`src/rtl/pwr_mode_pkg.sv`:
```
package pwr_mode_pkg;

   // register byte offsets on the axi4-lite slave
   localparam logic [7:0]  MISC_CTRL1_OFFS   = 8'h00;
   localparam logic [7:0]  CLK_CTRL_OFFS     = 8'h04;
   localparam logic [7:0]  MODE_STATUS_OFFS  = 8'h08;

   // misc_control_reg1 field positions
   localparam int          SLOW_SEL_BIT      = 0;
   localparam int          SLOW_DIV_LSB      = 1;
   // clock_ctrl_status_reg field positions
   localparam int          OSC_IE_BIT        = 0;

   // reset values
   localparam logic [2:0]  MISC_CTRL1_RST    = 3'h0;
   localparam logic        OSC_IE_RST        = 1'b0;

   // priority bit encodings of the condition code register
   localparam logic [1:0]  PRIO_LEVEL0       = 2'h2;
   localparam logic [1:0]  PRIO_LEVEL1       = 2'h1;
   localparam logic [1:0]  PRIO_LEVEL2       = 2'h0;
   localparam logic [1:0]  PRIO_LEVEL3       = 2'h3;

   localparam logic [7:0]  HALT_OPCODE       = 8'h8E;

   // division ratios, as log2 of the ratio
   localparam logic [2:0]  RUN_DIV_LOG2      = 3'h1;
   localparam logic [2:0]  SLOW_DIV_BASE_LOG2 = 3'h2;

   // oscillator stabilisation delay in oscillator (core_clk_in) cycles
   localparam int          OSC_STAB_CYCLES   = 4096;

   // axi response codes
   localparam logic [1:0]  AXI_OKAY          = 2'h0;
   localparam logic [1:0]  AXI_SLVERR        = 2'h2;

   typedef enum logic [2:0] {
      MODE_RUN         = 3'b000,
      MODE_SLOW        = 3'b001,
      MODE_WAIT        = 3'b010,
      MODE_SLOW_WAIT   = 3'b011,
      MODE_ACTIVE_HALT = 3'b100,
      MODE_HALT        = 3'b101,
      MODE_OSC_STAB    = 3'b110
   } pwr_mode_t;

endpackage

```
`src/rtl/clk_divider.sv`:
```
`timescale 1ns/1ps
// divides the oscillator by 2^div_log2, emitting a one-cycle tick per period
module clk_divider #(
   parameter int W = 5
) (
   input  wire logic         core_clk_in,
   input  wire logic         arst_n_in,
   input  wire logic [2:0]   div_log2_in,
   output logic              tick_out
);
   if (W < 5) begin : g_w_chk
      $error("clk_divider needs at least 5 bits for divide by 32");
   end

   logic [W-1:0] cnt;
   logic [W-1:0] mask;

   // mask selects the low bits that must all be ones at end of a period
   always_comb begin
      mask = W'((1 << div_log2_in) - 1);
   end

   // free-running counter; a ratio change takes effect at once through the combinational mask
   always_ff @(posedge core_clk_in or negedge arst_n_in) begin
      if (!arst_n_in) begin
         cnt <= '0;
      end else begin
         cnt <= cnt + W'(1);
      end
   end

   assign tick_out = ((cnt & mask) == mask);
endmodule // clk_divider

```
`src/rtl/power_mode_controller.sv`:
```
// The placing of the registers and register access over AXI4-Lite are this design's own decisions.
`timescale 1ns/1ps
// Contract
// reset starts run mode, oscillator over two
// slow enable bit plus two-bit select field
// slow mode divides by 4 to 32
// select 00..11 maps to 4,8,16,32
// wait during slow enters slow-wait
// wait stops cpu clock, peripherals run
// wait entry forces priority bits to 10
// any interrupt or reset leaves wait
// stack push sets level, pop restores
// halt picks active-halt when osc enable
// active-halt keeps only oscillator and timebase
// active-halt exits on timebase, wake, reset
// interrupt exit from active-halt skips delay
// halt entry forces 10, pending wakes
// active-halt with watchdog gives no reset
// halt stops oscillator and all peripherals
// halt exit waits 4096 cycles
// option bit decides watchdog reset on halt
// opcode 8E is the halt instruction
// software clears pending flags before halt
// priority encoding 10,01,00,11 for levels
module power_mode_controller
   import pwr_mode_pkg::*;
#(
   parameter int STAB_CYCLES = pwr_mode_pkg::OSC_STAB_CYCLES
) (
   input  wire logic         core_clk_in,
   input  wire logic         arst_n_in,
   // axi4-lite slave
   input  wire logic [7:0]   s_axi_awaddr,
   input  wire logic         s_axi_awvalid,
   output logic              s_axi_awready,
   input  wire logic [31:0]  s_axi_wdata,
   input  wire logic [3:0]   s_axi_wstrb,
   input  wire logic         s_axi_wvalid,
   output logic              s_axi_wready,
   output logic [1:0]        s_axi_bresp,
   output logic              s_axi_bvalid,
   input  wire logic         s_axi_bready,
   input  wire logic [7:0]   s_axi_araddr,
   input  wire logic         s_axi_arvalid,
   output logic              s_axi_arready,
   output logic [31:0]       s_axi_rdata,
   output logic [1:0]        s_axi_rresp,
   output logic              s_axi_rvalid,
   input  wire logic         s_axi_rready,
   // cpu side
   input  wire logic         instr_valid_in,
   input  wire logic [7:0]   instr_opcode_in,
   input  wire logic         wait_for_interrupt_instr_in,
   input  wire logic         irq_pending_in,
   input  wire logic         wake_irq_in,
   input  wire logic         rtc_irq_in,
   input  wire logic         irq_enter_in,
   input  wire logic [1:0]   irq_level_in,
   input  wire logic         irq_return_in,
   input  wire logic         watchdog_enabled_in,
   input  wire logic         watchdog_halt_option_in,
   output logic              cpu_clk_en_out,
   output logic              periph_clk_en_out,
   output logic              rtc_clk_en_out,
   output logic              osc_enable_out,
   output logic              cpu_run_out,
   output logic              prio_force_out,
   output logic [1:0]        prio_bits_out,
   output logic              watchdog_reset_out,
   output logic [2:0]        mode_out
);
   // the settle counter is sixteen bits wide
   if (STAB_CYCLES < 1 || STAB_CYCLES > 65535) begin : g_stab_chk
      $error("STAB_CYCLES out of range");
   end

   pwr_mode_t  mode;
   pwr_mode_t  next_mode;
   logic       slow_mode_select;
   logic [1:0] slow_clock_divider_select;
   logic       osc_interrupt_enable;
   logic [15:0] stab_cnt;
   logic [1:0] prio_bits;
   logic [1:0] prio_stack;
   logic       prio_force;
   logic       wdg_reset;
   logic [2:0] div_log2;
   logic       div_tick;
   logic       halt_exec;
   logic       wfi_exec;
   logic       aw_held;
   logic       w_held;
   logic [7:0] aw_addr;
   logic [31:0] w_data;
   logic [3:0] w_strb;
   logic       do_write;

   // decode used for the halt decision
   function automatic logic is_halt(input logic [7:0] op);
      return op == HALT_OPCODE;
   endfunction

   // run and slow are the only modes in which the cpu executes
   function automatic logic is_awake(input pwr_mode_t m);
      return m == MODE_RUN || m == MODE_SLOW;
   endfunction

   // modes whose entry forces the priority bits to level 0
   function automatic logic is_sleep(input pwr_mode_t m);
      return m == MODE_WAIT || m == MODE_SLOW_WAIT || m == MODE_ACTIVE_HALT || m == MODE_HALT;
   endfunction

   // instructions only count while the cpu is executing
   assign halt_exec = instr_valid_in && is_halt(instr_opcode_in) &&
                      is_awake(mode);
   assign wfi_exec  = wait_for_interrupt_instr_in &&
                      is_awake(mode);

   // ---------------- axi4-lite write path ----------------
   // address and data are latched independently so either may come first
   assign s_axi_awready = !aw_held && !s_axi_bvalid;
   assign s_axi_wready  = !w_held && !s_axi_bvalid;
   assign do_write      = aw_held && w_held && !s_axi_bvalid;

   always_ff @(posedge core_clk_in or negedge arst_n_in) begin
      if (!arst_n_in) begin
         aw_held <= 1'b0;
         aw_addr <= 8'h00;
      end else if (s_axi_awvalid && s_axi_awready) begin
         aw_held <= 1'b1;
         aw_addr <= s_axi_awaddr;
      end else if (do_write) begin
         aw_held <= 1'b0;
      end
   end

   always_ff @(posedge core_clk_in or negedge arst_n_in) begin
      if (!arst_n_in) begin
         w_held <= 1'b0;
         w_data <= 32'h0000_0000;
         w_strb <= 4'h0;
      end else if (s_axi_wvalid && s_axi_wready) begin
         w_held <= 1'b1;
         w_data <= s_axi_wdata;
         w_strb <= s_axi_wstrb;
      end else if (do_write) begin
         w_held <= 1'b0;
      end
   end

   // write response one cycle after both halves are held
   always_ff @(posedge core_clk_in or negedge arst_n_in) begin
      if (!arst_n_in) begin
         s_axi_bvalid <= 1'b0;
         s_axi_bresp  <= AXI_OKAY;
      end else if (do_write) begin
         s_axi_bvalid <= 1'b1;
         s_axi_bresp  <= (aw_addr[7:2] == MISC_CTRL1_OFFS[7:2] ||
                          aw_addr[7:2] == CLK_CTRL_OFFS[7:2] ||
                          aw_addr[7:2] == MODE_STATUS_OFFS[7:2]) ? AXI_OKAY : AXI_SLVERR;
      end else if (s_axi_bready) begin
         s_axi_bvalid <= 1'b0;
      end
   end

   // slow mode control bits, only byte lane 0 carries them
   always_ff @(posedge core_clk_in or negedge arst_n_in) begin
      if (!arst_n_in) begin
         slow_mode_select          <= MISC_CTRL1_RST[SLOW_SEL_BIT];
         slow_clock_divider_select <= MISC_CTRL1_RST[SLOW_DIV_LSB +: 2];
      end else if (do_write && w_strb[0] && aw_addr[7:2] == MISC_CTRL1_OFFS[7:2]) begin
         slow_mode_select          <= w_data[SLOW_SEL_BIT];
         slow_clock_divider_select <= w_data[SLOW_DIV_LSB +: 2];
      end
   end

   always_ff @(posedge core_clk_in or negedge arst_n_in) begin
      if (!arst_n_in) begin
         osc_interrupt_enable <= OSC_IE_RST;
      end else if (do_write && w_strb[0] && aw_addr[7:2] == CLK_CTRL_OFFS[7:2]) begin
         osc_interrupt_enable <= w_data[OSC_IE_BIT];
      end
   end

   // ---------------- axi4-lite read path ----------------
   assign s_axi_arready = !s_axi_rvalid;

   always_ff @(posedge core_clk_in or negedge arst_n_in) begin
      if (!arst_n_in) begin
         s_axi_rvalid <= 1'b0;
         s_axi_rdata  <= 32'h0000_0000;
         s_axi_rresp  <= AXI_OKAY;
      end else if (s_axi_arvalid && s_axi_arready) begin
         s_axi_rvalid <= 1'b1;
         s_axi_rresp  <= AXI_OKAY;
         case (s_axi_araddr[7:2])
            MISC_CTRL1_OFFS[7:2]:
               s_axi_rdata <= {29'h0, slow_clock_divider_select, slow_mode_select};
            CLK_CTRL_OFFS[7:2]:
               s_axi_rdata <= {31'h0, osc_interrupt_enable};
            MODE_STATUS_OFFS[7:2]:
               s_axi_rdata <= {27'h0, prio_bits, mode};
            default: begin
               s_axi_rdata <= 32'h0000_0000;
               s_axi_rresp <= AXI_SLVERR;
            end
         endcase
      end else if (s_axi_rready) begin
         s_axi_rvalid <= 1'b0;
      end
   end

   // ---------------- mode sequencing ----------------
   always_comb begin
      next_mode = mode;
      case (mode)
         MODE_RUN, MODE_SLOW: begin
            if (halt_exec && osc_interrupt_enable) begin
               next_mode = irq_pending_in ? mode : MODE_ACTIVE_HALT;
            end else if (halt_exec) begin
               // pending interrupt aborts entry; watchdog reset goes via reset
               next_mode = irq_pending_in ? mode : MODE_HALT;
            end else if (wfi_exec) begin
               next_mode = slow_mode_select ? MODE_SLOW_WAIT : MODE_WAIT;
            end else begin
               next_mode = slow_mode_select ? MODE_SLOW : MODE_RUN;
            end
         end
         MODE_WAIT, MODE_SLOW_WAIT: begin
            if (irq_pending_in) begin
               next_mode = slow_mode_select ? MODE_SLOW : MODE_RUN;
            end
         end
         MODE_ACTIVE_HALT: begin
            // interrupt exit resumes at once, no stabilisation wait
            if (rtc_irq_in || wake_irq_in) begin
               next_mode = slow_mode_select ? MODE_SLOW : MODE_RUN;
            end
         end
         MODE_HALT: begin
            if (wake_irq_in) begin
               next_mode = MODE_OSC_STAB;
            end
         end
         MODE_OSC_STAB: begin
            if (stab_cnt == 16'(STAB_CYCLES - 1)) begin
               next_mode = slow_mode_select ? MODE_SLOW : MODE_RUN;
            end
         end
         default: next_mode = MODE_RUN;
      endcase
   end

   // reset from any mode lands in run; the reset vector fetch is the cpu's job
   always_ff @(posedge core_clk_in or negedge arst_n_in) begin
      if (!arst_n_in) begin
         mode <= MODE_RUN;
      end else begin
         mode <= next_mode;
      end
   end

   // settle counter runs on every oscillator clock; scale the parameter to suit
   always_ff @(posedge core_clk_in or negedge arst_n_in) begin
      if (!arst_n_in) begin
         stab_cnt <= 16'h0000;
      end else if (mode != MODE_OSC_STAB) begin
         stab_cnt <= 16'h0000;
      end else begin
         stab_cnt <= stab_cnt + 16'h0001;
      end
   end

   // ---------------- priority bits of condition code register ----------------
   // mirrors the cpu's bits; force pulses tell the cpu to load prio_bits_out
   always_ff @(posedge core_clk_in or negedge arst_n_in) begin
      if (!arst_n_in) begin
         prio_bits  <= PRIO_LEVEL3;
         prio_stack <= PRIO_LEVEL3;
         prio_force <= 1'b0;
      end else begin
         prio_force <= 1'b0;
         if (next_mode != mode && is_sleep(next_mode)) begin
            prio_bits  <= PRIO_LEVEL0;
            prio_force <= 1'b1;
         end else if (irq_enter_in) begin
            prio_stack <= prio_bits;
            prio_bits  <= irq_level_in;
            prio_force <= 1'b1;
         end else if (irq_return_in) begin
            prio_bits  <= prio_stack;
            prio_force <= 1'b1;
         end
      end
   end

   // ---------------- watchdog interaction ----------------
   // only a halt with the oscillator interrupt off may trip the watchdog, even one a pending interrupt aborts; active-halt never does
   always_ff @(posedge core_clk_in or negedge arst_n_in) begin
      if (!arst_n_in) begin
         wdg_reset <= 1'b0;
      end else begin
         wdg_reset <= halt_exec && !osc_interrupt_enable && watchdog_enabled_in &&
                      !watchdog_halt_option_in;
      end
   end

   // ---------------- clock generation ----------------
   always_comb begin
      div_log2 = slow_mode_select ?
                 3'(SLOW_DIV_BASE_LOG2 + {1'b0, slow_clock_divider_select}) :
                 RUN_DIV_LOG2;
   end

   clk_divider #(
      .W (5)
   ) clk_divider_inst (
      .core_clk_in (core_clk_in),
      .arst_n_in   (arst_n_in),
      .div_log2_in (div_log2),
      .tick_out    (div_tick)
   );

   // clock enables per domain, registered to stay glitch free
   always_ff @(posedge core_clk_in or negedge arst_n_in) begin
      if (!arst_n_in) begin
         cpu_clk_en_out    <= 1'b0;
         periph_clk_en_out <= 1'b0;
         rtc_clk_en_out    <= 1'b0;
         osc_enable_out    <= 1'b1;
      end else begin
         cpu_clk_en_out    <= div_tick && is_awake(mode);
         periph_clk_en_out <= div_tick && (is_awake(mode) ||
                              mode == MODE_WAIT || mode == MODE_SLOW_WAIT);
         rtc_clk_en_out    <= div_tick && (mode != MODE_HALT && mode != MODE_OSC_STAB);
         osc_enable_out    <= (next_mode != MODE_HALT);
      end
   end

   // status outputs straight from the mode, priority and watchdog registers
   assign cpu_run_out        = is_awake(mode);
   assign prio_force_out     = prio_force;
   assign prio_bits_out      = prio_bits;
   assign watchdog_reset_out = wdg_reset;
   assign mode_out           = mode;
endmodule // power_mode_controller

```
`config.mk`:
```
export PLATFORM = sky130hd
export DESIGN_NAME = power_mode_controller
export DESIGN_NICKNAME = d
export VERILOG_FILES = /design/src/rtl/pwr_mode_pkg.sv /design/src/rtl/clk_divider.sv /design/src/rtl/power_mode_controller.sv
export SDC_FILE = /design/constraint.sdc
export NUM_CORES = 1
export LEC_CHECK = 0
export BUFFER_PORTS_ARGS = -buffer_cell sky130_fd_sc_hd__buf_2
export CELL_PAD_IN_SITES_DETAIL_PLACEMENT = 0
export CELL_PAD_IN_SITES_GLOBAL_PLACEMENT = 1
export CORE_MARGIN = 1
export CORE_UTILIZATION = 32
export DETAILED_ROUTE_END_ITERATION = 6
export MAX_ROUTING_LAYER = met4
export PLACE_DENSITY_LB_ADDON = 0.05
export SLEW_MARGIN = 5
export SYNTH_ARGS = -nofsm -noshare
export SYNTH_HDL_FRONTEND = slang
export SYNTH_SLANG_ARGS = --single-unit
```
`constraint.sdc`:
```
create_clock -name core_clk_in -period 2.17 [get_ports core_clk_in]
set_input_delay 0.1085 -clock core_clk_in [delete_from_list [all_inputs] [get_ports core_clk_in]]
set_output_delay 0.1085 -clock core_clk_in [all_outputs]
set_load 0.1 [all_outputs]
```
# [Word level (Yosys, flattened, before mapping)]
# Index checks and enable logic that the tools add are counted.
[totals] regBits=90 inputBits=78 wordCells=131
[op_classes] add_sub_neg=4 n_eq_ne=21 n_shift=1 muxes=30 bitwise_logic=2 n_reduce_logical=49
[op_table] operator="$mux 3" n=9
[op_table] operator="$logic_and 1x1->1" n=22
[op_table] operator="$add 16x1->16 const B" n=1
[op_table] operator="$eq 16x12->1 const B" n=1
[op_table] operator="$mux 16" n=1
[op_table] operator="$eq 3x3->1 const B" n=5
[op_table] operator="$pmux 3 s5" n=1
[op_table] operator="$pmux 5 s3" n=1
[op_table] operator="$eq 3x2->1 const B" n=4
[op_table] operator="$eq 6x1->1 const B" n=2
[op_table] operator="$eq 6x2->1 const B" n=2
[op_table] operator="$logic_not 6->1" n=2
[op_table] operator="$mux 1" n=12
[op_table] operator="$mux 2" n=6
[op_table] operator="$logic_or 1x1->1" n=9
[op_table] operator="$ne 3x3->1 const B" n=3
[op_table] operator="$eq 8x8->1 const B" n=1
[op_table] operator="$reduce_bool 2->1" n=4
[op_table] operator="$logic_not 1->1" n=6
[op_table] operator="$add 5x1->5 const B" n=1
[op_table] operator="$and 5x5->5" n=1
[op_table] operator="$eq 5x5->1" n=1
[op_table] operator="$shl 1x3->5 const A" n=1
[op_table] operator="$sub 5x2->5 const B" n=1
[op_table] operator="9 further kinds" n=10

# [Longest topological paths before layout]
[logic_depth] word_depth=14 ltp_mapped=9 depth_no_buf=8

# [Hierarchy]
# A second synthesis with hierarchy kept.
[hier_totals] cells_unflattened=283 hier_area_um2=2944.1
[modules_own_cells] mod="power_mode_controller" instances=1 cells_each=264 area_per_inst_um2=2721.4 seq_area_each_um2=1357.6
[modules_own_cells] mod="clk_divider" instances=1 cells_each=19 area_per_inst_um2=222.7 seq_area_each_um2=125.1

# [Worst setup path after synthesis]
# No wires, ideal clock.
[synth_path] path_type="reg2reg" start="reg mode[1], in the netlist mode_out[1]" end="reg prio_stack[0]" setup_ps=85 arrival_ps=3524 t_required_ps=2085 path_slack_ps=-1439 stages_incl_launch_ff=8 period_less_slack_ps=3609 path_cell_list="dfrtp_1 -> nor2_1 -> nand2_1 -> a2bb2oi_1 -> o21bai_2 -> xnor2_1 -> a2bb2oi_1 -> mux2_1"
[synth_via] elab_chain_len=14
[synth_rtl] element="from (decl)" line="power_mode_controller.sv:77" rtl="pwr_mode_t mode;"
[synth_rtl] element="from (signal assigned)" line="power_mode_controller.sv:259" rtl="mode <= next_mode;"
[synth_rtl] element="$eq 3x1->1 or $logic_not 3->1 (tied branches)"
[synth_rtl] element="$logic_or 1x1->1 *"
[synth_rtl] element="named net cpu_run_out" line="power_mode_controller.sv:66" rtl="output logic cpu_run_out,"
[synth_rtl] element="$logic_and 1x1->1" line="power_mode_controller.sv:116" rtl="assign wfi_exec = wait_for_interrupt_instr_in &&"
[synth_rtl] element="$mux 2" line="power_mode_controller.sv:223" rtl="end else if (wfi_exec) begin"
[synth_rtl] element="$mux 3" line="power_mode_controller.sv:220" rtl="end else if (halt_exec) begin"
[synth_rtl] element="$mux 3 *" line="power_mode_controller.sv:218" rtl="if (halt_exec && osc_interrupt_enable) begin"
[synth_rtl] element="$pmux 3 s5 *" line="power_mode_controller.sv:216" rtl="case (mode)"
[synth_rtl] element="$eq 3x2->1" line="power_mode_controller.sv:110" rtl="return m == MODE_WAIT || m == MODE_SLOW_WAIT || m == MODE_ACTIVE_HALT || m == MODE_HALT;"
[synth_rtl] element="$logic_or 1x1->1 (3 in a row)" line="power_mode_controller.sv:110"
[synth_rtl] element="$logic_and 1x1->1 *" line="power_mode_controller.sv:283" rtl="if (next_mode != mode && is_sleep(next_mode)) begin"
[synth_rtl] element="$not 1->1 (no line) *"
[synth_rtl] element="$reduce_and 2->1 (no line) *"
[synth_rtl] element="to (signal assigned)" line="power_mode_controller.sv:287" rtl="prio_stack <= prio_bits;"
[synth_rtl] element="to (decl)" line="power_mode_controller.sv:84" rtl="logic [1:0] prio_stack;"
# Mark *: on every way through the listed nets, which the timed path passes. The rest lies on a longest branch.
# A chain may end at the register's enable or synchronous reset.

# [Worst setup path after layout]
[layout_path] start="reg stab_cnt[1]" end="reg prio_stack[0]"
[layout_via] elab_chain_len=10
[layout_rtl] element="from (decl)" line="power_mode_controller.sv:82" rtl="logic [15:0] stab_cnt;"
[layout_rtl] element="from (signal assigned)" line="power_mode_controller.sv:270" rtl="stab_cnt <= stab_cnt + 16'h0001;"
[layout_rtl] element="$eq 16x12->1 *" line="power_mode_controller.sv:246" rtl="if (stab_cnt == 16'(STAB_CYCLES - 1)) begin"
[layout_rtl] element="$mux 3 *" line="power_mode_controller.sv:246"
[layout_rtl] element="$pmux 3 s5 *" line="power_mode_controller.sv:216"
[layout_rtl] element="$eq 3x2->1" line="power_mode_controller.sv:110"
[layout_rtl] element="$logic_or 1x1->1 (3 in a row)" line="power_mode_controller.sv:110"
[layout_rtl] element="$logic_and 1x1->1 *" line="power_mode_controller.sv:283"
[layout_rtl] element="$not 1->1 (no line) *"
[layout_rtl] element="$reduce_and 2->1 (no line) *"
# Mark *: on every way between the ends. The rest lies on a longest branch, timed or not.

==> flow_summary_export.csv <==
group,metric,value,unit
hold_path,hp-class,"in2reg",
place,routabilityCongestion,0.722,
clock_tree,cts_tree,"done",
place,place_ws,0.00471,ns
finish,nFillCells,878,
clock_tree,clk_latency,0.33,ns
timing,fin_worst_skew,0.0129,ns
finish,n_antenna_cell,0,
floorplan,io_pins,131,
setup_path,crit_chain,"ha_4 > nand3_2 > or2_4 > buf_4 > o21bai_1 > nand4_1 > a2bb2oi_2 > mux2_4",
power_and_ir_drop,vdd_ir_drop_max,0.000705,V
logic_synthesis,synth_flop_cell,"dfrtp_1",
detailed_routing,ant_nets,0,
global_routing,antenna_found_initial,0,
global_routing,grt-busiest-layer,"met2",
floorplan,rows,34,
place,placed_cells,458,
logic_synthesis,synth_top_area_cell,"dfrtp_1",
setup_path,cp.buffers_inverters,1,
place,numPortBuffers,65,
logic_synthesis,synth_seq_cells,59,
finish,areaGrowthSynthToFinish,25.8,%
finish,stdcell_count,481,
setup_path,worstPathMaxFanout,6,
global_routing,grt_max_degree,33,
clock_tree,htreeDepth,3,
detailed_routing,drc,9,
finish,seqCellArea,1500,um^2
timing,fmax,486,MHz
logic_synthesis,synth_area,2950,um^2
power_and_ir_drop,powerDensity,1070,nW/um^2
detailed_routing,post_drt_via_cell_ratio,4.55,
power_and_ir_drop,leakagePower,1.75,nW
logic_synthesis,synth_top_area_share,45.8,%
timing,period_minus_slack,2.06,ns
setup_path,startpoint_type,"flip-flop",
floorplan,start_util,33.5,%
global_routing,grt_usage,13.8,%
logic_synthesis,ys_top_cells_by_area,"dfrtp_1, buf_4, mux2_2, dfstp_2, xor2_1",
logic_synthesis,synthCells,281,
detailed_routing,vias,2190,
run_status,violations,"design-rule violations",
timing,rsz0062_at_grt,"no",
place,place_hpwl,4.40,mm
setup_path,max_stage_delay,0.39,ns
floorplan,die_width,98,um
run,cap_violations,0,
run_status,status,"finished, violations left",
global_routing,grt_pass1_vias,2105,
floorplan,coreArea,8810,um^2
global_routing,grt_use_met1,17.5,%
detailed_routing,dr.first_iter.drc_count,52,
logic_synthesis,synth_edf_count,0,
timing,finalSetupViolations,0,
setup_path,cp.required,2.42,ns
timing,holdWs,0.0166,ns
timing,timing.final.ws_setup,0.114,ns
global_routing,grtUsageMet3,4.01,%
logic_synthesis,synthTopCellsByCount,"dfrtp_1, buf_4, nor2_1, nand2_1",
setup_path,cp-end-kind,"flip-flop",
logic_synthesis,synth-seq-area-share,50.3,%
detailed_routing,wl_per_cell,12.4,um
global_routing,grt.overflow.total,0,
timing,hold_viol_final,0,
finish,final_nets,449,
timing,tns,0,ns
finish,multiInputGateArea,1370,um^2
global_routing,grt_pass1_wl,10.0,mm
clock_tree,cts.clk_slew.worst_paths,0.06,ns
logic_synthesis,yosysMostFrequentCell,"dfrtp_1",
detailed_routing,wl,5.96,mm
logic_synthesis,ys_warn_count,0,
finish,layout-drive-gt1-share,35.4,%
global_routing,use_met2,20.4,%
logic_synthesis,async_flop_share,100,%
timing,final-max-slew-violation-count,0,
timing,period_share,94.7,%
clock_tree,cts_sinks,59,
floorplan,die_h,98,um
setup_path,cpLargestDelayFamily,"simple AND/OR/NAND/NOR gates",
clock_tree,clock-root-buffer,"clkbuf_8",
detailed_routing,drt_pass1_iterations,6,
floorplan,dieArea,9600,um^2
clock_tree,cts_max_path_buffers,2,
clock_tree,cts_made_buffers,9,
logic_synthesis,yosysUniqueCellTypes,51,
setup_path,cpMaxStageDelayCell,"dfrtp_1",
setup_path,crit_arrival,2.31,ns
logic_synthesis,avgSynthCellArea,10.5,um^2
setup_path,regToRegSetupSlack,0.11,ns
setup_path,path_class,"reg2reg",
metal layers:
layer  wire length [um]  share of wire [%]
met1               2830                 48
met2               2750                 46
met3                284                4.8
met4                 91                1.5
met5                  0                  0
worst paths after layout:
kind / from / endpoint / depth (start not counted)
max: stab_cnt[1]$_DFF_PN0_ / prio_stack[0]$_DFFE_PN1P_ / 8
min: s_axi_wdata[1] / w_data[1]$_DFFE_PN0P_ / 2
max reg2reg: stab_cnt[1]$_DFF_PN0_ / prio_stack[0]$_DFFE_PN1P_ / 8
min reg2reg: clk_divider_inst.cnt[4]$_DFF_PN0_ / clk_divider_inst.cnt[4]$_DFF_PN0_ / 1
max in group asynchronous: arst_n_in / stab_cnt[3]$_DFF_PN0_ / 4
min in group asynchronous: arst_n_in / clk_divider_inst.cnt[3]$_DFF_PN0_ / 2
worst reg2reg max path: stages, from the launching register on:
cell       delay [ns]
dfrtp_1          0.39
ha_4             0.16
nand3_2          0.08
or2_4            0.26
buf_4            0.16
o21bai_1         0.21
nand4_1          0.18
a2bb2oi_2        0.23
mux2_4           0.32
state kept, by name, summed over array words and instances (netlist names), 2 cells and up:
signal / count
stab_cnt: 16
aw_addr: 6
clk_divider_inst.cnt: 5
s_axi_rdata: 5
mode_out: 3
w_data: 3
prio_bits_out: 2
prio_stack: 2
slow_clock_divider_select: 2
repair_timing:
action,4_1_cts,5_1_grt
resized for setup,3,8
setup endpoints to repair,1,3
hold endpoints to repair,24,0
buffers inserted,0,1
pin swaps,1,6
hold buffers,6,0
report_power, final:
| part | internal (mW) | switching, mW |
|---|---|---|
| registers | 1.34 | 0.185 |
| logic | 0.449 | 1.13 |
| clock network | 0.449 | 0.396 |
| total | 2.24 | 1.71 |
final cells by class:
cell class / count / share of cell area, %
multi-input combinational: 204 / 37.0
clock buffer: 16 / 4.32
inverter: 8 / 0.911
tap: 108 / 3.64
timing repair buffer: 86 / 13.8
sequential: 59 / 40.4
layout by cell type, fill, tap and decap left out, types with 5 or more instances in the layout:
master and n:
conb_1 30, or3_1 7, nand2_1 16, clkbuf_8 10
nand2b_1 5, o21ai_0 13, dfstp_2 5, xor2_1 10
buf_2 65, buf_4 14, nand3_1 11, clkbuf_1 6
nand4_1 5, xnor2_1 6, dfrtp_1 48, dlygate4sd3_1 6
a21oi_1 10, inv_1 6, mux2i_1 7, nor2_1 21
mux2_2 13
cells by family after synthesis:
| group | synth area share [%] |
|---|---|
| compound gates | 9.16 |
| fa+ha+maj | 1.27 |
| simple gates | 16.2 |
| mux | 8.10 |
| other cells | 0.255 |
| xor+xnor | 5.05 |
| flops | 50.3 |
| buf+inv | 9.67 |
through the flow:
| stage | instance area, um^2 | total power, mW | util (%) |
|---|---|---|---|
| floorplan | 3100 | 2.84 | - |
| global placement | 3420 | 3.09 | 38.9 |
| detailed placement | 3420 | 3.10 | 38.9 |
| CTS | 3660 | 3.98 | 41.5 |
| global route | 3710 | 4.18 | 42.1 |
| finish | 3710 | 3.96 | 42.1 |
Power figures use the tool's default switching activity.
